### src/els_pkg.sv
/*
 * Package of the exterior lamp sequencer: timing constants, key codes,
 * register map and the packed carriers of inputs and outputs.
 * Assumes a 250 MHz core clock and a millisecond tick made from it.
 */
package els_pkg;

   // Clock and millisecond tick
   localparam int CLK_PERIOD_NS  = 4;
   localparam int TICK_PERIOD_NS = 1_000_000;
   localparam int TICK_CYCLES    = TICK_PERIOD_NS / CLK_PERIOD_NS;
   localparam int TICK_W         = 18;

   // Times in their own units, then as millisecond counts
   localparam int MS_W           = 19;
   localparam int FH_STEP_S      = 30;
   localparam int FH_MAX_EXT     = 8;
   localparam int KEYOFF_WIN_MIN = 2;
   localparam int FLASH_LONG_S   = 2;
   localparam int APPROACH_S     = 60;
   localparam int HAZ_MIN_S      = 3;
   localparam int HAZ_HALF_MS    = 200;
   localparam int SPEED_SAMPLE_MS = 10;
   localparam logic [MS_W-1:0] FH_STEP_MS    = MS_W'(FH_STEP_S * 1000);
   localparam logic [MS_W-1:0] KEYOFF_WIN_MS =
      MS_W'(KEYOFF_WIN_MIN * 60 * 1000);
   localparam logic [MS_W-1:0] APPROACH_MS   = MS_W'(APPROACH_S * 1000);
   localparam logic [11:0]     FLASH_LONG_MS = 12'(FLASH_LONG_S * 1000);
   localparam logic [11:0]     HAZ_MIN_MS    = 12'(HAZ_MIN_S * 1000);
   localparam logic [7:0]      HAZ_HALF_CNT  = 8'(HAZ_HALF_MS);
   localparam logic [3:0]      SAMPLE_CNT    = 4'(SPEED_SAMPLE_MS);
   localparam logic [3:0]      EXT_MAX       = 4'(FH_MAX_EXT);

   // Deceleration test on two five-sample speed sums (km/h)
   localparam int SAMPLES_PER_AVG = 5;
   localparam int SPEED_MIN_KMH   = 50;
   localparam int DECEL_MPS2      = 6;
   localparam logic [2:0]  SAMPLE_LAST = 3'(SAMPLES_PER_AVG - 1);
   localparam logic [10:0] SPEED_SUM_MIN =
      11'(SPEED_MIN_KMH * SAMPLES_PER_AVG);
   // Ten times the sum difference that equals the deceleration limit
   localparam logic [14:0] DECEL_SUM_X10 = 15'(DECEL_MPS2 *
      SAMPLES_PER_AVG * SAMPLES_PER_AVG * SPEED_SAMPLE_MS * 36 / 1000);

   // Key switch position codes
   localparam logic [1:0] KEY_OFF = 2'h0;
   localparam logic [1:0] KEY_ACC = 2'h1;
   localparam logic [1:0] KEY_ON  = 2'h2;

   // Register map, byte addresses
   localparam logic [31:0] REG_CTRL     = 32'h0000_0000;
   localparam logic [31:0] REG_STATUS   = 32'h0000_0004;
   localparam logic [31:0] REG_DURATION = 32'h0000_0008;
   localparam int          CTRL_FH_EN   = 0;
   localparam int          CTRL_DRL_EN  = 1;
   localparam logic [1:0]  CTRL_RESET   = 2'h3;

   // Synchronised switch and network inputs
   typedef struct packed {
      logic [1:0] key_switch_position;
      logic       flash_sw;
      logic       high_sw;
      logic       low_sw;
      logic       front_fog_on;
      logic       rear_fog_sw;
      logic       hazard_sw;
      logic [3:0] doors_closed;
      logic       remote_unlock;
      logic       remote_lock;
      logic       lock_secondary;
      logic       engine_running_status;
      logic       brake_pressed_status;
      logic [7:0] accelerator_position;
      logic [1:0] collision_output_status;
      logic [7:0] speed_kmh;
   } els_in_t;

   // Lamp drives and cluster status
   typedef struct packed {
      logic       low_beam;
      logic       high_beam;
      logic       position_lamp;
      logic       plate_lamp;
      logic       rear_fog;
      logic       drl;
      logic       hazard_lamp;
      logic       dipped_beam_status;
      logic       tail_lamp_status;
      logic       main_beam_status;
      logic       rear_fog_status;
      logic       hazard_ind;
      logic [8:0] follow_home_duration;
   } els_out_t;

endpackage

### src/els_sync.sv
/*
 * Two-stage synchroniser for a bundle of independent level inputs.
 * Assumes each bit is a slow level; multi-bit words must be stable
 * for several clocks around a change, as network values are.
 */
module els_sync #(
   parameter int W = 8
) (
   input  wire logic         core_clk,
   input  wire logic         srst,
   input  wire logic [W-1:0] din,
   output logic      [W-1:0] dout
);

   logic [W-1:0] meta_q;

   // First stage feeds only the second
   always_ff @(posedge core_clk) begin
      if (srst) begin
         meta_q <= '0;
         dout   <= '0;
      end else begin
         meta_q <= din;
         dout   <= meta_q;
      end
   end

endmodule

### src/els_top.sv
/*
 * Exterior lamp sequencer: follow-home and approach lighting, high
 * beam, passing flash, rear fog, daytime lamps and emergency-braking
 * hazard warning, with an APB register slave.
 * Assumes raw pins and network values are asynchronous levels, and
 * that lock/unlock commands are held long enough to be sampled.
 */
// The implementer's own choices: the APB interface to the registers and the register offsets.
// Notes on behaviour
// - Two-second flash hold cancels follow-home, zeroes status
// - Follow-home restartable inside two-minute key-off window
// - Follow-home stops on expiry, key on, switch off
// - Stop clears lamps, duration and status at once
// - Approach needs key off, cycle follow-home, unlock, doors
// - Approach ends on lock, door, key, 60 s
// - Approach lights low beam, position and plate
// - Approach timer runs 60 s from unlock
// - Follow-home start refused while approach lighting
// - Ignition cycle runs on, accessory, off
// - High beam needs key on, low beam, switch
// - High beam reports main beam status one
// - Passing flash needs key on and switch
// - Flash status one only with key on, or with key off in the window
// - Flash drives low and high beam together
// - Key-off window flash starts follow-home, status one
// - Rear fog toggles with switch, drops with load
// - Rear fog lamp reports rear fog status
// - Daytime lamps: key on, engine running, low beam switch off
// - Braking hazard flashes 200 ms for 3 s minimum
// - Deceleration from two five-sample speed averages
// - Accelerator, key off, hazard switch, collision stop warning
// - Follow-home 30 s, plus 30 s per press, eight max
module els_top
   import els_pkg::*;
#(
   parameter int TICK_CYCLES_P = TICK_CYCLES
) (
   input  wire logic        core_clk,
   input  wire logic        srst,
   input  wire els_in_t     lamp_in,
   output els_out_t         lamp_out,
   input  wire logic        psel,
   input  wire logic        penable,
   input  wire logic        pwrite,
   input  wire logic [31:0] paddr,
   input  wire logic [31:0] pwdata,
   output logic      [31:0] prdata,
   output logic             pready,
   output logic             pslverr
);

   typedef enum logic {FH_OFF, FH_ON} els_fh_t;
   typedef enum logic {HZ_IDLE, HZ_RUN} els_hz_t;

   function automatic logic rise(input logic cur, input logic prev);
      return cur & ~prev;
   endfunction

   els_in_t         s;
   els_in_t         prev_q;
   logic [TICK_W-1:0] div_q;
   logic            tick_q;
   logic [1:0]      ctrl_q;
   logic [MS_W-1:0] win_q;
   els_fh_t         fh_q;
   els_fh_t         fh_d;
   logic [MS_W-1:0] fh_left_q;
   logic [3:0]      fh_ext_q;
   logic [11:0]     hold_q;
   logic            fh_cycle_q;
   logic            appr_q;
   logic [MS_W-1:0] appr_left_q;
   logic            rf_q;
   logic [3:0]      sdiv_q;
   logic [2:0]      nsamp_q;
   logic [10:0]     acc_q;
   logic [10:0]     sum_a_q;
   logic            have_a_q;
   logic            decel_hit_q;
   els_hz_t         hz_q;
   logic [11:0]     hz_min_q;
   logic [7:0]      hz_half_q;
   logic            hz_lamp_q;
   els_out_t        out_d;
   logic [31:0]     rd_mux;

   // Inputs pass two flip-flops before use
   els_sync #(.W($bits(els_in_t))) u_sync (
      .core_clk (core_clk),
      .srst     (srst),
      .din      (lamp_in),
      .dout     (s)
   );

   // Previous sample for edge detection
   always_ff @(posedge core_clk) begin
      if (srst) begin
         prev_q <= '0;
      end else begin
         prev_q <= s;
      end
   end

   // Millisecond tick for every timer
   always_ff @(posedge core_clk) begin
      if (srst) begin
         div_q  <= '0;
         tick_q <= 1'b0;
      end else if (div_q == TICK_W'(TICK_CYCLES_P - 1)) begin
         div_q  <= '0;
         tick_q <= 1'b1;
      end else begin
         div_q  <= div_q + 1'b1;
         tick_q <= 1'b0;
      end
   end

   // Decoded conditions
   wire key_off     = s.key_switch_position == KEY_OFF;
   wire key_on      = s.key_switch_position == KEY_ON;
   wire key_off_now = key_off & (prev_q.key_switch_position != KEY_OFF);
   wire flash_rise  = rise(s.flash_sw, prev_q.flash_sw);
   wire unlock_rise = rise(s.remote_unlock, prev_q.remote_unlock);
   wire lock_rise   = rise(s.remote_lock, prev_q.remote_lock);
   wire rf_rise     = rise(s.rear_fog_sw, prev_q.rear_fog_sw);
   wire haz_rise    = rise(s.hazard_sw, prev_q.hazard_sw);
   wire doors_shut  = &s.doors_closed;
   wire win_open    = win_q != '0;
   wire fh_en       = ctrl_q[CTRL_FH_EN];
   wire drl_en      = ctrl_q[CTRL_DRL_EN];

   // Two-minute window opened each time the key reaches off
   always_ff @(posedge core_clk) begin
      if (srst || !key_off) begin
         win_q <= '0;
      end else if (key_off_now) begin
         win_q <= KEYOFF_WIN_MS;
      end else if (tick_q && win_open) begin
         win_q <= win_q - 1'b1;
      end
   end

   // Follow-home start, extension and stop terms
   wire fh_start = (fh_q == FH_OFF) & key_off & win_open & fh_en
                   & ~appr_q & flash_rise;
   wire fh_long  = hold_q >= FLASH_LONG_MS;
   wire fh_stop  = (fh_left_q == '0) | ~key_off | ~fh_en
                   | fh_long;
   wire fh_ext   = flash_rise & (fh_ext_q < EXT_MAX);

   // Follow-home state
   always_comb begin
      case (fh_q)
         FH_OFF:  fh_d = fh_start ? FH_ON : FH_OFF;
         FH_ON:   fh_d = fh_stop ? FH_OFF : FH_ON;
         default: fh_d = FH_OFF;
      endcase
   end

   always_ff @(posedge core_clk) begin
      if (srst) begin
         fh_q <= FH_OFF;
      end else begin
         fh_q <= fh_d;
      end
   end

   // Remaining time and extension count, zeroed on every stop
   always_ff @(posedge core_clk) begin
      if (srst || fh_d == FH_OFF) begin
         fh_left_q <= '0;
         fh_ext_q  <= '0;
      end else if (fh_q == FH_OFF) begin
         fh_left_q <= FH_STEP_MS;
         fh_ext_q  <= '0;
      end else if (fh_ext) begin
         fh_left_q <= fh_left_q + FH_STEP_MS;
         fh_ext_q  <= fh_ext_q + 1'b1;
      end else if (tick_q) begin
         fh_left_q <= fh_left_q - 1'b1;
      end
   end

   // Flash hold time, counted from each press while active
   always_ff @(posedge core_clk) begin
      if (srst || fh_q == FH_OFF || !s.flash_sw || flash_rise) begin
         hold_q <= '0;
      end else if (tick_q && !fh_long) begin
         hold_q <= hold_q + 1'b1;
      end
   end

   // Follow-home seen since the key was last on
   always_ff @(posedge core_clk) begin
      if (srst || key_on) begin
         fh_cycle_q <= 1'b0;
      end else if (fh_start) begin
         fh_cycle_q <= 1'b1;
      end
   end

   // Approach lighting start and stop terms
   wire appr_start = key_off & fh_cycle_q & unlock_rise
                     & doors_shut;
   wire appr_stop  = (lock_rise & ~s.lock_secondary) | ~doors_shut
                     | ~key_off | (appr_left_q == '0);

   always_ff @(posedge core_clk) begin
      if (srst) begin
         appr_q      <= 1'b0;
         appr_left_q <= '0;
      end else if (appr_start) begin
         appr_q      <= 1'b1;
         appr_left_q <= APPROACH_MS;
      end else if (appr_q && appr_stop) begin
         appr_q      <= 1'b0;
         appr_left_q <= '0;
      end else if (appr_q && tick_q) begin
         appr_left_q <= appr_left_q - 1'b1;
      end
   end

   // Beam requests
   wire fh_on    = fh_q == FH_ON;
   wire low_sw   = key_on & s.low_sw;
   wire high_on  = low_sw & s.high_sw;
   wire flash_on = key_on & s.flash_sw;
   wire low_on   = low_sw | fh_on | appr_q | flash_on;
   wire tail_on  = fh_on | appr_q;
   wire fog_load = s.front_fog_on | low_on;

   // Rear fog toggle, dropped with key or load
   always_ff @(posedge core_clk) begin
      if (srst || !key_on || !fog_load) begin
         rf_q <= 1'b0;
      end else if (rf_rise) begin
         rf_q <= ~rf_q;
      end
   end

   // Speed sampled every 10 ms into two five-sample sums
   wire sample = tick_q & (sdiv_q == SAMPLE_CNT - 1'b1);
   wire [10:0] sum_now = acc_q + {3'h0, s.speed_kmh};
   wire        sum_end = sample & (nsamp_q == SAMPLE_LAST);
   wire [14:0] diff_x10 = 15'((sum_a_q - sum_now) * 10);
   wire decel_test = have_a_q & (sum_a_q > SPEED_SUM_MIN)
                     & (sum_a_q > sum_now)
                     & (diff_x10 > DECEL_SUM_X10);

   always_ff @(posedge core_clk) begin
      if (srst || sample) begin
         sdiv_q <= '0;
      end else if (tick_q) begin
         sdiv_q <= sdiv_q + 1'b1;
      end
   end

   always_ff @(posedge core_clk) begin
      if (srst) begin
         nsamp_q     <= '0;
         acc_q       <= '0;
         sum_a_q     <= '0;
         have_a_q    <= 1'b0;
         decel_hit_q <= 1'b0;
      end else begin
         decel_hit_q <= sum_end & decel_test;
         if (sum_end) begin
            nsamp_q  <= '0;
            acc_q    <= '0;
            sum_a_q  <= sum_now;
            have_a_q <= 1'b1;
         end else if (sample) begin
            nsamp_q  <= nsamp_q + 1'b1;
            acc_q    <= sum_now;
         end
      end
   end

   // Emergency-braking hazard warning
   wire hz_trig  = decel_hit_q & key_on
                   & s.brake_pressed_status;
   wire hz_abort = (s.accelerator_position != '0) | key_off | haz_rise
                   | (s.collision_output_status != 2'h0);
   wire half_end = tick_q & (hz_half_q == 8'h01);

   always_ff @(posedge core_clk) begin
      if (srst) begin
         hz_q      <= HZ_IDLE;
         hz_min_q  <= '0;
         hz_half_q <= '0;
         hz_lamp_q <= 1'b0;
      end else begin
         case (hz_q)
            HZ_IDLE: begin
               if (hz_trig && !hz_abort) begin
                  hz_q      <= HZ_RUN;
                  hz_min_q  <= HAZ_MIN_MS;
                  hz_half_q <= HAZ_HALF_CNT;
                  hz_lamp_q <= 1'b1;
               end
            end
            HZ_RUN: begin
               if (hz_abort || (hz_min_q == '0 && !hz_trig)) begin
                  hz_q      <= HZ_IDLE;
                  hz_lamp_q <= 1'b0;
               end else begin
                  if (hz_trig) begin
                     hz_min_q <= HAZ_MIN_MS;
                  end else if (tick_q) begin
                     hz_min_q <= hz_min_q - 1'b1;
                  end
                  if (half_end) begin
                     hz_half_q <= HAZ_HALF_CNT;
                     hz_lamp_q <= ~hz_lamp_q;
                  end else if (tick_q) begin
                     hz_half_q <= hz_half_q - 1'b1;
                  end
               end
            end
            default: hz_q <= HZ_IDLE;
         endcase
      end
   end

   // Lamp drives and cluster status, registered below
   always_comb begin
      out_d = '0;
      out_d.low_beam      = low_on;
      out_d.high_beam     = high_on | flash_on;
      out_d.position_lamp = tail_on;
      out_d.plate_lamp    = tail_on;
      out_d.rear_fog      = rf_q;
      out_d.drl           = key_on & s.engine_running_status & drl_en
                            & ~high_on & ~low_sw;
      out_d.hazard_lamp   = hz_lamp_q;
      out_d.hazard_ind    = hz_lamp_q;
      out_d.dipped_beam_status = low_on;
      out_d.tail_lamp_status   = tail_on;
      out_d.main_beam_status   = high_on | flash_on
                                 | (key_off & win_open & fh_en
                                 & s.flash_sw);
      out_d.rear_fog_status    = rf_q;
      out_d.follow_home_duration = fh_on ?
         9'(FH_STEP_S * (32'(fh_ext_q) + 1)) : 9'h000;
   end

   always_ff @(posedge core_clk) begin
      if (srst) begin
         lamp_out <= '0;
      end else begin
         lamp_out <= out_d;
      end
   end

   // APB decode; answer prepared in setup, given in first access cycle
   wire setup    = psel & ~penable;
   wire access   = psel & penable & pready;
   wire sel_ctrl = paddr == REG_CTRL;
   wire sel_stat = paddr == REG_STATUS;
   wire sel_dur  = paddr == REG_DURATION;
   wire mapped   = sel_ctrl | sel_stat | sel_dur;

   assign rd_mux = sel_ctrl ? {30'h0000_0000, ctrl_q} :
                   sel_stat ? {22'h00_0000, fh_cycle_q, hz_q == HZ_RUN,
                               appr_q, fh_q == FH_ON, lamp_out[20:15]} :
                   sel_dur  ? {23'h00_0000,
                               lamp_out.follow_home_duration} :
                   32'h0000_0000;

   always_ff @(posedge core_clk) begin
      if (srst) begin
         pready  <= 1'b0;
         pslverr <= 1'b0;
         prdata  <= '0;
      end else begin
         pready  <= setup;
         pslverr <= setup & ~mapped;
         prdata  <= (setup & ~pwrite) ? rd_mux : 32'h0000_0000;
      end
   end

   // Control register, written at the completing edge
   always_ff @(posedge core_clk) begin
      if (srst) begin
         ctrl_q <= CTRL_RESET;
      end else if (access && pwrite && sel_ctrl) begin
         ctrl_q <= pwdata[1:0];
      end
   end

endmodule

### config.mk
export PLATFORM = sky130hd
export DESIGN_NAME = els_top
export DESIGN_NICKNAME = d
export VERILOG_FILES = /design/src/els_pkg.sv /design/src/els_sync.sv /design/src/els_top.sv
export SDC_FILE = /design/constraint.sdc
export NUM_CORES = 1
export LEC_CHECK = 0
export BUFFER_PORTS_ARGS = -buffer_cell sky130_fd_sc_hd__buf_4
export CORE_ASPECT_RATIO = 0.6
export CORE_MARGIN = 2
export CORE_UTILIZATION = 40
export CTS_CLUSTER_DIAMETER = 200
export DETAILED_ROUTE_END_ITERATION = 6
export SYNTH_ARGS = -nofsm -noshare
export SYNTH_HDL_FRONTEND = slang
export SYNTH_SLANG_ARGS = --single-unit
### constraint.sdc
create_clock -name core_clk -period 16.4 [get_ports core_clk]
set_clock_uncertainty 0.15 [all_clocks]
set_input_delay 3.28 -clock core_clk [delete_from_list [all_inputs] [get_ports core_clk]]
set_output_delay 3.28 -clock core_clk [all_outputs]
set_load 0.01 [all_outputs]
-- After elaboration in Yosys (flattened, before gate mapping)
Cells that the tools add are included.
- bitwise gates (word level): 79
- eq/ne operators: 13
- multiplexer cells: 34
- reductions and logical operators: 51
- add/subtract/negate cells: 14
- order comparisons: 5
- multiply operators: 2
- operator list (cell ; count):
    $sub A19 B1 Y19 const B ; 3
    $mux W12 ; 4
    $mux W16 ; 3
    $and A1 B1 Y1 ; 40
    $logic_not A19 Y1 ; 2
    $mux W19 ; 2
    $mux W17 ; 2
    $eq A32 B3 Y1 const B ; 1
    $eq A32 B4 Y1 const B ; 1
    $logic_not A32 Y1 ; 1
    $mul A32 B3 Y14 const B ; 1
    $mux W8 ; 4
    $pmux W12 S2 ; 1
    $not A1 Y1 ; 21
    $add A19 B15 Y19 const B ; 1
    $reduce_bool A19 Y1 ; 1
    $add A18 B1 Y18 const B ; 1
    $eq A18 B18 Y1 const B ; 1
    $or A1 B1 Y1 ; 18
    $pmux W8 S2 ; 1
    $gt A15 B6 Y1 const B ; 1
    $mux W15 ; 1
    $add A12 B1 Y12 const B ; 1
    $ge A12 B11 Y1 const B ; 1
    other kinds (37) ; 85
- bits in registers: 278
- word-level logic and storage cells: 245

-- Depth between registers and ports, before layout
Gate-level depths: netlist (run 1).
- depth after elaboration: 11
- gate-level depth with buffers: 26
- gate-level depth less buffers: 26

-- By module
Synthesis (run 1) repeated with hierarchy kept, for this count alone.
- cell total of the unflattened synthesis: 1342
- area total of the unflattened synthesis: 11772.5 um^2
- by module, submodules not included (module ; cells an instance ; times used ; area each (um^2) ; seq. area each (um^2)):
    els_top ; 1195 ; 1 ; 9898.2 ; 3703.6
    els_sync ; 147 ; 1 ; 1874.3 ; 1401.3

-- Worst setup path after synthesis (run 1)
Ideal clock, no wire load.
- path type: flip-flop to flip-flop
- from: register u_sync.dout[0]
- to: register decel_hit_q
- cell stages (with the launch flop): 26
- library setup time: 0.117 ns
- path buffers: 0
- arrival time: 5.162 ns
- clock period less this slack: 5.429 ns
- data required time: 16.133 ns
- slack: 10.971 ns
- cell sequence: dfxtp_1 > ha_1 > fa_1 > a21o_1 > a21oi_1 > xnor2_1 > inv_1 > ha_1 > nand3_1 > o21bai_1 > nand3_1 > maj3_2 > maj3_2 > o211ai_2 > nand2_1 > maj3_1 > a21oi_1 > ha_1 > ha_1 > nor2b_1 > o31ai_1 > o2111ai_1 > nor4_1 > a31oi_1 > o41ai_1 > and4b_1
- cells in the longest elaborated chain, start to end: 6
- elaborated cells on any way between the ends: 8
- those cells by class: 2 x add/sub; 1 x mul; 2 x order compare; 3 x bitwise
- RTL lines (element ; RTL line ; text):
    start, declared ; els_sync.sv:12 ; output logic [W-1:0] dout
    start signal, assigned ; els_sync.sv:24 ; dout <= meta_q;
    $add A11 B8 Y11 (*) ; els_top.sv:243 ; wire [10:0] sum_now = acc_q + {3'h0, s.speed_kmh};
    $sub A11 B11 Y12 ; els_top.sv:245 ; wire [14:0] diff_x10 = 15'((sum_a_q - sum_now) * 10);
    $mul A32 B3 Y14 ; els_top.sv:245 ;
    $gt A15 B6 Y1 ; els_top.sv:248 ; & (diff_x10 > DECEL_SUM_X10);
    $and A1 B1 Y1 (*) ; els_top.sv:248 ;
    $and A1 B1 Y1 (*) ; els_top.sv:266 ; decel_hit_q <= sum_end & decel_test;
    end signal, assigned ; els_top.sv:266 ;
    end, declared ; els_top.sv:79 ; logic decel_hit_q;
Mark *: on every way between the ends. The rest lies on a longest branch, timed or not.
A chain may end at the register's enable or synchronous reset.

-- Worst setup path after layout (run 1)
- from: register acc_q[0]
- to: register decel_hit_q
- cells in the longest elaborated chain, start to end: 6
- elaborated cells on any way between the ends: 8
- those cells by class: 2 x add/sub; 1 x mul; 2 x order compare; 3 x bitwise
- RTL lines (element ; RTL line ; text):
    start, declared ; els_top.sv:76 ; logic [10:0] acc_q;
    start signal, assigned ; els_top.sv:274 ; acc_q <= sum_now;
    $add A11 B8 Y11 (*) ; els_top.sv:243 ;
    $sub A11 B11 Y12 ; els_top.sv:245 ;
    $mul A32 B3 Y14 ; els_top.sv:245 ;
    $gt A15 B6 Y1 ; els_top.sv:248 ;
    $and A1 B1 Y1 (*) ; els_top.sv:248 ;
    $and A1 B1 Y1 (*) ; els_top.sv:266 ;
Marks and branches as above.

==> run summary, run 1 <==
Top FF cell, synth: dfxtp_1
capture point of the worst path: decel_hit_q$_SDFF_PP0_
crit end category: flip-flop
die area: 0.0315 mm²
Buf/Inv on CP: 1
reg2reg setup slack: 10.22 ns
Tcrit/Tclk final: 0.377
status: finished clean
crit path kind: reg -> reg
final hold vios: 0
setup TNS after final layout: 0 ns
final net count: 1,607
worst path required time: 16.66 ns
num rows: 49
Max VDD drop: 0.0710 mV
IO Count: 159
worst-case reg-to-reg path depth: 25
worst reg2reg endpoint: decel_hit_q$_SDFF_PP0_
final setup margin: 10.22 ns
sequential area share after synthesis: 0.425
cell area after synthesis: 0.0120 mm²
fin util: 0.467
min-delay worst type: reg -> reg
DR pass1 iterations: 5
Clk pin slew, worst setup/hold paths: 0.07 ns
DP Worst Slack: 10.27 ns
HPWL after DPL: 18,400 µm
Min-Delay Startpoint: hold_q[11]$_SDFFE_PP0P_
final wirelength: 25,000 µm
grt ovf: 0
measured slew at the worst slew-check pin: 1.05 ns
flops & latches, synth: 255
share of cells above drive strength 1: 0.118
CTS tree: done
Post-synth EDFFs: 0
most used cell, CP: ha_1
yosys warns: 0
area of the core: 0.0297 mm²
DRC: 0
crit path from: acc_q[0]$_SDFFE_PP0P_
relative slew slack: 0.299
Vias: 9,130
first-pass GRT wire length: 42,200 µm
clk root buf: clkbuf_16
Initial Util: 0.404
Startpoint Class: flip-flop
largest cells by area after synthesis: dfxtp_1, ha_1, nor2_1
Antenna Cells: 0
slowest CP cell: fa_1
DR iter-0 viols: 511
most common cell after layout, fill and taps aside: dfxtp_1
Synth cell types: 73
RSZ-0062 raised after global routing: false
clk_lat worst skew: 0.53 ns
Post-Layout Inst Area: 0.0139 mm²
H-tree depth: 1
Synth area leader: dfxtp_1
Post-DP Area: 0.0130 mm²
leakage: 5.55 nW
pin count of the biggest net entering global routing: 49
# resized after CTS: 0
Final GP Congestion: 0.785
asr flop ratio synth: 0
die height: 138 µm
CP Depth: 25
crit path DAT: 6.44 ns
CP delay by family, top: adder cells
most frequent cells in the layout: dfxtp_1, nor2_1, buf_4
Num CTS Buffers: 25
Cells after Synth: 1,355
post-synth top area share: 0.425
initial antenna violation count: 0
Setup Fix Bufs, Post-CTS: 0
fin. max-slew vios: 0
worst-path fanout max: 7
Final ANT Viol Nets: 0
Die W: 228 µm
Port Buf Inserts: 105
Mean Syn Cell Area: 8.87 µm²
total track usage: 0.157
vias in the first global route: 8,428
R2R Path Start: acc_q[0]$_SDFFE_PP0P_
P per Cell Area: 96.5 mW/mm²
hold_buf cts: 0
routed vias/inst: 4.91
Routed WL per cell: 13.5 µm
Setup-failing EPs final: 0
Max Cap Viol: 0
max incr delay on CP: 0.42 ns
Synth-to-Final Area Change: 15.5%
fmax: 0.162 GHz
clock tree buffer depth: 3
min Tclk post-route: 6.18 ns
Clock Sinks: 255
[layout make-up]
class / instances / area, µm²
Inverter: 59 / 221
Timing Repair Buffer: 109 / 818
Sequential cell: 255 / 5100
Clock inverter: 8 / 98.8
Multi-Input combinational cell: 985 / 6370
Fill cell: 2879 / 15800
Clock buffer: 36 / 757
Tap cell: 408 / 510
[registers in the layout (all words and copies together), names as in the netlist, 7 cells and up, named ones only]
signal         flops
u_sync.meta_q     35
fh_left_q         16
appr_left_q       19
prdata            10
acc_q             11
hold_q            12
hz_min_q          12
u_sync.dout       35
win_q             19
div_q             18
sum_a_q           11
prev_q             7
hz_half_q          8
lamp_out          15
[cell usage after synthesis (23+ instances only)]
cell type  instances
dfxtp_1          255
nor2_1           162
nor2b_1           93
nand2_1           87
a21oi_1           86
xnor2_1           67
ha_1              59
inv_1             59
xor2_1            56
clkbuf_1          38
nor3_1            38
nand3_1           36
buf_4             29
nor4_1            26
o21ai_0           23
[metal layers]
metal | GRT usage | part of all wire | wire [µm] | up-vias
li1 | - | - | - | 4747
met1 | 0.249 | 0.55 | 13800 | 4205
met2 | 0.220 | 0.39 | 9870 | 154
met3 | 0.0305 | 0.044 | 1100 | 24
met4 | 0.0260 | 0.012 | 298 | 0
met5 | 0 | 0 | 0 | -
[through the flow]
stage / total power [W] / hold WS (ns) / instances
global route: 0.00140 / 0.301 / 1860
floorplan: 0.000732 / 0.257 / 1377
global placement: 0.000761 / 0.273 / 1816
finish: 0.00134 / 0.285 / 1860
detailed placement: 0.000762 / 0.271 / 1816
CTS: 0.00136 / 0.286 / 1860
[logic make-up after synthesis]
kind of cell / share of synthesized area
AO/OA/AOI/OAI: 0.110
XOR/XNOR: 0.0923
adder cells (fa/ha/maj): 0.0807
buffers and inverters: 0.0528
flip-flops: 0.425
multiplexers: 0.00510
other: 0.000312
AND/OR/NAND/NOR: 0.234
[worst reg2reg max path, cell delays in order (launching register included)]
cell	delay, ns
dfxtp_1	0.32
ha_1	0.22
fa_1	0.42
a21o_1	0.21
a21oi_1	0.18
xnor2_1	0.21
inv_1	0.08
ha_1	0.35
nand3_1	0.11
o21bai_1	0.12
nand3_1	0.13
maj3_2	0.32
maj3_2	0.33
o211ai_2	0.16
nand2_1	0.21
maj3_1	0.39
a21oi_1	0.19
ha_1	0.26
ha_1	0.34
nor2b_1	0.15
o31ai_1	0.25
o2111ai_1	0.15
nor4_1	0.31
a31oi_1	0.16
o41ai_1	0.09
and4b_1	0.25
[worst min-delay path by stage]
stage               slack (ns)                    endpoint  cells after the start
floorplan                 0.26     lamp_out[15]$_SDFF_PP0_                      2
global placement          0.27  u_sync.dout[31]$_SDFF_PP0_                      1
detailed placement        0.27  u_sync.dout[21]$_SDFF_PP0_                      1
CTS                       0.29  u_sync.dout[21]$_SDFF_PP0_                      1
global route              0.30   u_sync.dout[0]$_SDFF_PP0_                      1
finish                    0.29     hold_q[11]$_SDFFE_PP0P_                      2
[power breakdown]
group,leakage (nW),switching (W),total (W),internal (W)
clock network,0.420,0.000240,0.000591,0.000351
registers,2.07,0.00000471,0.000635,0.000630
logic,3.06,0.0000608,0.000114,0.0000528
total,5.55,0.000306,0.00134,0.00103
No activity file was read; power rests on OpenSTA's default activity.
==> run 2: changes to the inputs <==
Clock period 16.4 ns to 5 ns, I/O delays scaled along.
==> run 2 against run 1 <==
The flow now finishes with violations (negative setup slack). Setup slack lost 11 ns. Sequential share of layout area shrank 1.4 points. Final cell count grew 2.6%. Sequential cell count is the same.
==> run summary, run 2 (same netlist as run 1, synthesis figures left out) <==
Num CTS Buffers: 26
Die W: 228 µm
pin count of the biggest net entering global routing: 61
Synth-to-Final Area Change: 20.3%
clk_lat worst skew: 0.54 ns
min Tclk post-route: 5.32 ns
failing checks: negative setup slack
Vias: 9,347
H-tree depth: 1
most common cell after layout, fill and taps aside: dfxtp_1
RSZ-0062 raised after global routing: true
Regs by FF count: u_sync.dout (35), u_sync.meta_q (35)
final hold vios: 0
num rows: 49
Tcrit/Tclk final: 1.06
met2 Use GR: 0.240
relative slew slack: 0.309
die area: 0.0315 mm²
Gate power share: 0.094
routed vias/inst: 4.90
area of the core: 0.0297 mm²
leakage: 5.83 nW
Max VDD drop: 0.216 mV
clock network power share: 0.457
crit path DAT: 5.59 ns
Psw: 0.00108 W
Pint: 0.00356 W
HPWL after DPL: 19,300 µm
vias in the first global route: 8,884
final wirelength: 26,700 µm
total track usage: 0.168
Initial Util: 0.404
status: complete, but fails checks
final net count: 1,653
Flop pwr share: 0.449
clock tree buffer depth: 3
crit end category: flip-flop
measured slew at the worst slew-check pin: 1.03 ns
min-delay worst type: reg -> reg
initial antenna violation count: 0
WHS Path Cells: 1
capture point of the worst path: decel_hit_q$_SDFF_PP0_
Routed WL per cell: 14.0 µm
Max Cap Viol: 0
GR Util met1: 0.261
DR pass1 iterations: 4
worst reg2reg endpoint: decel_hit_q$_SDFF_PP0_
DR iter-0 viols: 606
crit path from: acc_q[0]$_SDFFE_PP0P_
Final GP Congestion: 0.849
Clock Sinks: 255
CTS tree: done
Setup-failing EPs final: 1
busiest grt layer: met1
fin util: 0.486
worst path required time: 5.27 ns
DP Worst Slack: -0.441 ns
Startpoint Class: flip-flop
P per Cell Area: 321 mW/mm²
R2R Path Start: acc_q[0]$_SDFFE_PP0P_
worst hold slack: 0.285 ns
die height: 138 µm
final setup margin: -0.315 ns
Post-Layout Cell Count: 1,909
clk root buf: clkbuf_16
Switching Fraction: 0.232
reg2reg setup slack: -0.32 ns
most frequent cells in the layout: dfxtp_1, nor2_1, buf_4
crit path kind: reg -> reg
placed insts: 1,859
fin. max-slew vios: 0
DRC: 0
worst-path fanout max: 4
grt ovf: 0
Final ANT Viol Nets: 0
GRT met3 Usage: 0.0334
Antenna Cells: 0
worst-case reg-to-reg path depth: 23
first-pass GRT wire length: 44,700 µm
hold_buf cts: 0
Clk pin slew, worst setup/hold paths: 0.06 ns
share of cells above drive strength 1: 0.164
fmax: 0.188 GHz
IO Count: 159
Port Buf Inserts: 105
-- run 2: cell types whose count changed in the layout (fill, tap and decap cells not counted), moves of 3 or more --
cell | previous run | this run
ha_1 | 59 | 53
dfxtp_2 | 0 | 3
inv_6 | 0 | 3
a21oi_1 | 86 | 82
a21oi_2 | 2 | 6
dfxtp_1 | 255 | 252
clkbuf_8 | 9 | 2
bufinv_16 | 2 | 5
buf_4 | 109 | 154
ha_4 | 0 | 4
-- run 2: power groups by stage --
stage | clock (W) | sequential [W] | combinational [W]
6_report | 0.00212 | 0.00208 | 0.000435
5_1_grt | 0.00227 | 0.00208 | 0.000486
4_1_cts | 0.00218 | 0.00208 | 0.000422
3_5_place_dp | 0 | 0.00213 | 0.000415
3_3_place_gp | 0 | 0.00213 | 0.000411
2_1_floorplan | 0 | 0.00212 | 0.000285
-- run 2: what timing repair did --
item | 4_1_cts | 5_1_grt
gates resized for setup | 2 | 22
setup endpoints to repair | 1 | 1
pin swaps | 0 | 21
setup buffers | 0 | 2
-- run 2: critical path, stage by stage (launching register included) --
cell and delay (ns):
dfxtp_2 0.34, ha_4 0.16, fa_2 0.42, xnor2_2 0.16
ha_1 0.29, nor2b_1 0.13, o21a_1 0.19, o21ai_2 0.16
nand3_1 0.16, o2111ai_1 0.16, nand3_1 0.15, maj3_1 0.36
maj3_2 0.35, xor2_2 0.19, buf_4 0.14, ha_4 0.26
ha_4 0.20, nor2b_1 0.14, o31ai_2 0.25, o2111ai_1 0.15
nor4_1 0.25, a31oi_1 0.14, o41ai_1 0.08, and4b_1 0.23
-- run 2: cell type report --
| type | count | area, µm² |
|---|---|---|
| Clock inverter | 16 | 225 |
| Sequential cell | 255 | 5110 |
| Inverter | 59 | 221 |
| Multi-Input combinational cell | 985 | 6530 |
| Fill cell | 2827 | 15300 |
| Timing Repair Buffer | 154 | 1160 |
| Tap cell | 408 | 510 |
| Clock buffer | 32 | 714 |
-- run 2: worst min path at each step --
stage,from,to,slack (ns)
4_1_cts,u_sync.meta_q[5]$_SDFF_PP0_,u_sync.dout[5]$_SDFF_PP0_,0.29
3_3_place_gp,u_sync.meta_q[21]$_SDFF_PP0_,u_sync.dout[21]$_SDFF_PP0_,0.27
2_1_floorplan,u_sync.dout[19]$_SDFF_PP0_,lamp_out[15]$_SDFF_PP0_,0.26
5_1_grt,u_sync.meta_q[18]$_SDFF_PP0_,u_sync.dout[18]$_SDFF_PP0_,0.31
6_report,u_sync.meta_q[30]$_SDFF_PP0_,u_sync.dout[30]$_SDFF_PP0_,0.29
3_5_place_dp,u_sync.meta_q[29]$_SDFF_PP0_,u_sync.dout[29]$_SDFF_PP0_,0.27
-- run 2: per-layer routing --
| layer | share of wire | up-vias |
|---|---|---|
| li1 | - | 4825 |
| met1 | 0.54 | 4344 |
| met2 | 0.40 | 150 |
| met3 | 0.045 | 28 |
| met4 | 0.010 | 0 |
| met5 | 0 | - |
-- run 2: per-stage QoR --
step	power, W	area (µm²)	TNS, ns
floorplan	0.00241	12200	-0.0202
global placement	0.00254	13400	-0.303
detailed placement	0.00254	13400	-0.441
CTS	0.00468	14300	-0.384
global route	0.00484	14500	-0.625
finish	0.00464	14500	-0.315
==> run 3: changes to the inputs <==
Clock period 5 ns to 6.1 ns, I/O delays scaled along.
==> run 3 against run 2 <==
The run now ends clean. Die area did not move. Count of clock-buffer cells in the layout stayed put. Global-route usage fell by 0.95 points. Critical endpoint unchanged. Critical path type unchanged. First-iteration DRC count down 22%. Sequential power shrank 18%.
==> run summary, run 3 (same netlist as run 1, synthesis figures left out) <==
status: finished clean
clock tree buffer depth: 3
fin. max-slew vios: 0
clk root buf: clkbuf_16
IO Count: 159
vias in the first global route: 8,448
Num CTS Buffers: 26
Vias: 9,212
Clock Sinks: 255
clock network power share: 0.459
min Tclk post-route: 5.70 ns
Synth-to-Final Area Change: 16.6%
CTS tree: done
Startpoint Class: flip-flop
worst path required time: 6.36 ns
Tcrit/Tclk final: 0.934
H-tree depth: 1
final net count: 1,610
die height: 138 µm
num rows: 49
Post-DP Area: 0.0130 mm²
Final ANT Viol Nets: 0
max incr delay on CP: 0.39 ns
HPWL after DPL: 18,700 µm
first-pass GRT wire length: 42,000 µm
clk_lat worst skew: 0.53 ns
Port Buf Inserts: 105
crit path kind: reg -> reg
measured slew at the worst slew-check pin: 1.04 ns
placed insts: 1,818
Routed WL per cell: 13.7 µm
Psw: 0.000861 W
Setup Fix Bufs, Post-CTS: 0
Switching Fraction: 0.231
routed vias/inst: 4.94
area of the core: 0.0297 mm²
DR iter-0 viols: 472
DRC: 0
most frequent cells in the layout: dfxtp_1, nor2_1, buf_4
Initial Util: 0.404
grt ovf: 0
Final GP Congestion: 0.785
Max Cap Viol: 0
fmax: 0.176 GHz
Post-Layout Inst Area: 0.0140 mm²
Gate power share: 0.084
Flop pwr share: 0.457
final hold vios: 0
fill count: 2,864
initial antenna violation count: 0
final wirelength: 25,500 µm
DR pass1 iterations: 5
Clk pin slew, worst setup/hold paths: 0.06 ns
slowest CP cell: fa_2
min-delay worst type: reg -> reg
crit path DAT: 5.96 ns
leakage: 5.61 nW
most used cell, CP: ha_1
Antenna Cells: 0
die area: 0.0315 mm²
setup TNS after final layout: 0 ns
worst-path fanout max: 7
relative slew slack: 0.304
total track usage: 0.159
pin count of the biggest net entering global routing: 63
Post-Layout Cell Count: 1,866
Pint: 0.00287 W
crit end category: flip-flop
Regs by FF count: u_sync.dout (35), u_sync.meta_q (35)
P per Cell Area: 266 mW/mm²
most common cell after layout, fill and taps aside: dfxtp_1
Max VDD drop: 0.208 mV
Setup-failing EPs final: 0
share of cells above drive strength 1: 0.127
Die W: 228 µm
RSZ-0062 raised after global routing: false
[run 3: changes by cell type in the layout (fill, tap and decap cells not counted), sizes merged]
cell | previous run | this run
buf | 154 | 111
bufinv | 5 | 4
inv | 62 | 61
clkinv | 6 | 8
[run 3: power by group through the flow]
| stage | Combinational [W] | Clock, W | Sequential (W) |
|---|---|---|---|
| global placement | 0.000305 | 0 | 0.00174 |
| finish | 0.000312 | 0.00171 | 0.00171 |
| CTS | 0.000309 | 0.00176 | 0.00171 |
| global route | 0.000353 | 0.00184 | 0.00171 |
| floorplan | 0.000228 | 0 | 0.00174 |
| detailed placement | 0.000307 | 0 | 0.00174 |
[run 3: path summary, 6_finish.rpt]
path                                                 from                 endpoint  slack, ns  cells past startpoint
worst max-delay path            u_sync.dout[0]$_SDFF_PP0_   decel_hit_q$_SDFF_PP0_       0.40                     25
worst min-delay path              hold_q[11]$_SDFFE_PP0P_  hold_q[11]$_SDFFE_PP0P_       0.28                      2
worst max register to register  u_sync.dout[0]$_SDFF_PP0_   decel_hit_q$_SDFF_PP0_       0.40                     25
worst min register to register    hold_q[11]$_SDFFE_PP0P_  hold_q[11]$_SDFFE_PP0P_       0.28                      2
[run 3: layout make-up]
| type | count | area [µm²] | area share |
|---|---|---|---|
| tap | 408 | 510 | 0.0364 |
| clock inverter | 16 | 199 | 0.0142 |
| clock buffer | 32 | 734 | 0.0524 |
| sequential | 255 | 5100 | 0.364 |
| multi-input combinational | 985 | 6420 | 0.458 |
| timing repair buffer | 111 | 833 | 0.0594 |
| inverter | 59 | 221 | 0.0158 |
[run 3: critical path, delay by kind of cell (launching register included)]
kind / cells / cell delay (ns)
buffers and inverters: 1 / 0.11
flip-flops: 1 / 0.31
XOR/XNOR: 1 / 0.16
adder cells (fa/ha/maj): 8 / 2.51
AO/OA/AOI/OAI: 9 / 1.35
AND/OR/NAND/NOR: 6 / 0.97
[run 3: layer usage]
layer	track usage	vias up	share of wire
met3	0.0316	32	0.044
li1	-	4754	-
met2	0.227	152	0.40
met1	0.243	4274	0.54
met5	0	-	0
met4	0.0332	0	0.015
[run 3: stage by stage]
step / util / setup slack [ns] / hold slack (ns) / total power (W)
floorplan: - / 0.671 / 0.257 / 0.00197
global route: 0.472 / 0.0292 / 0.303 / 0.00390
global placement: 0.439 / 0.218 / 0.269 / 0.00205
detailed placement: 0.439 / 0.136 / 0.268 / 0.00205
finish: 0.472 / 0.402 / 0.278 / 0.00373
CTS: 0.470 / 0.0618 / 0.279 / 0.00378
[run 3: timing repair]
action | in CTS | in global routing
hold buffers | 0 | 0
resized for setup | 0 | 7
hold endpoints to repair | 0 | 0
setup endpoints to repair | 0 | 1
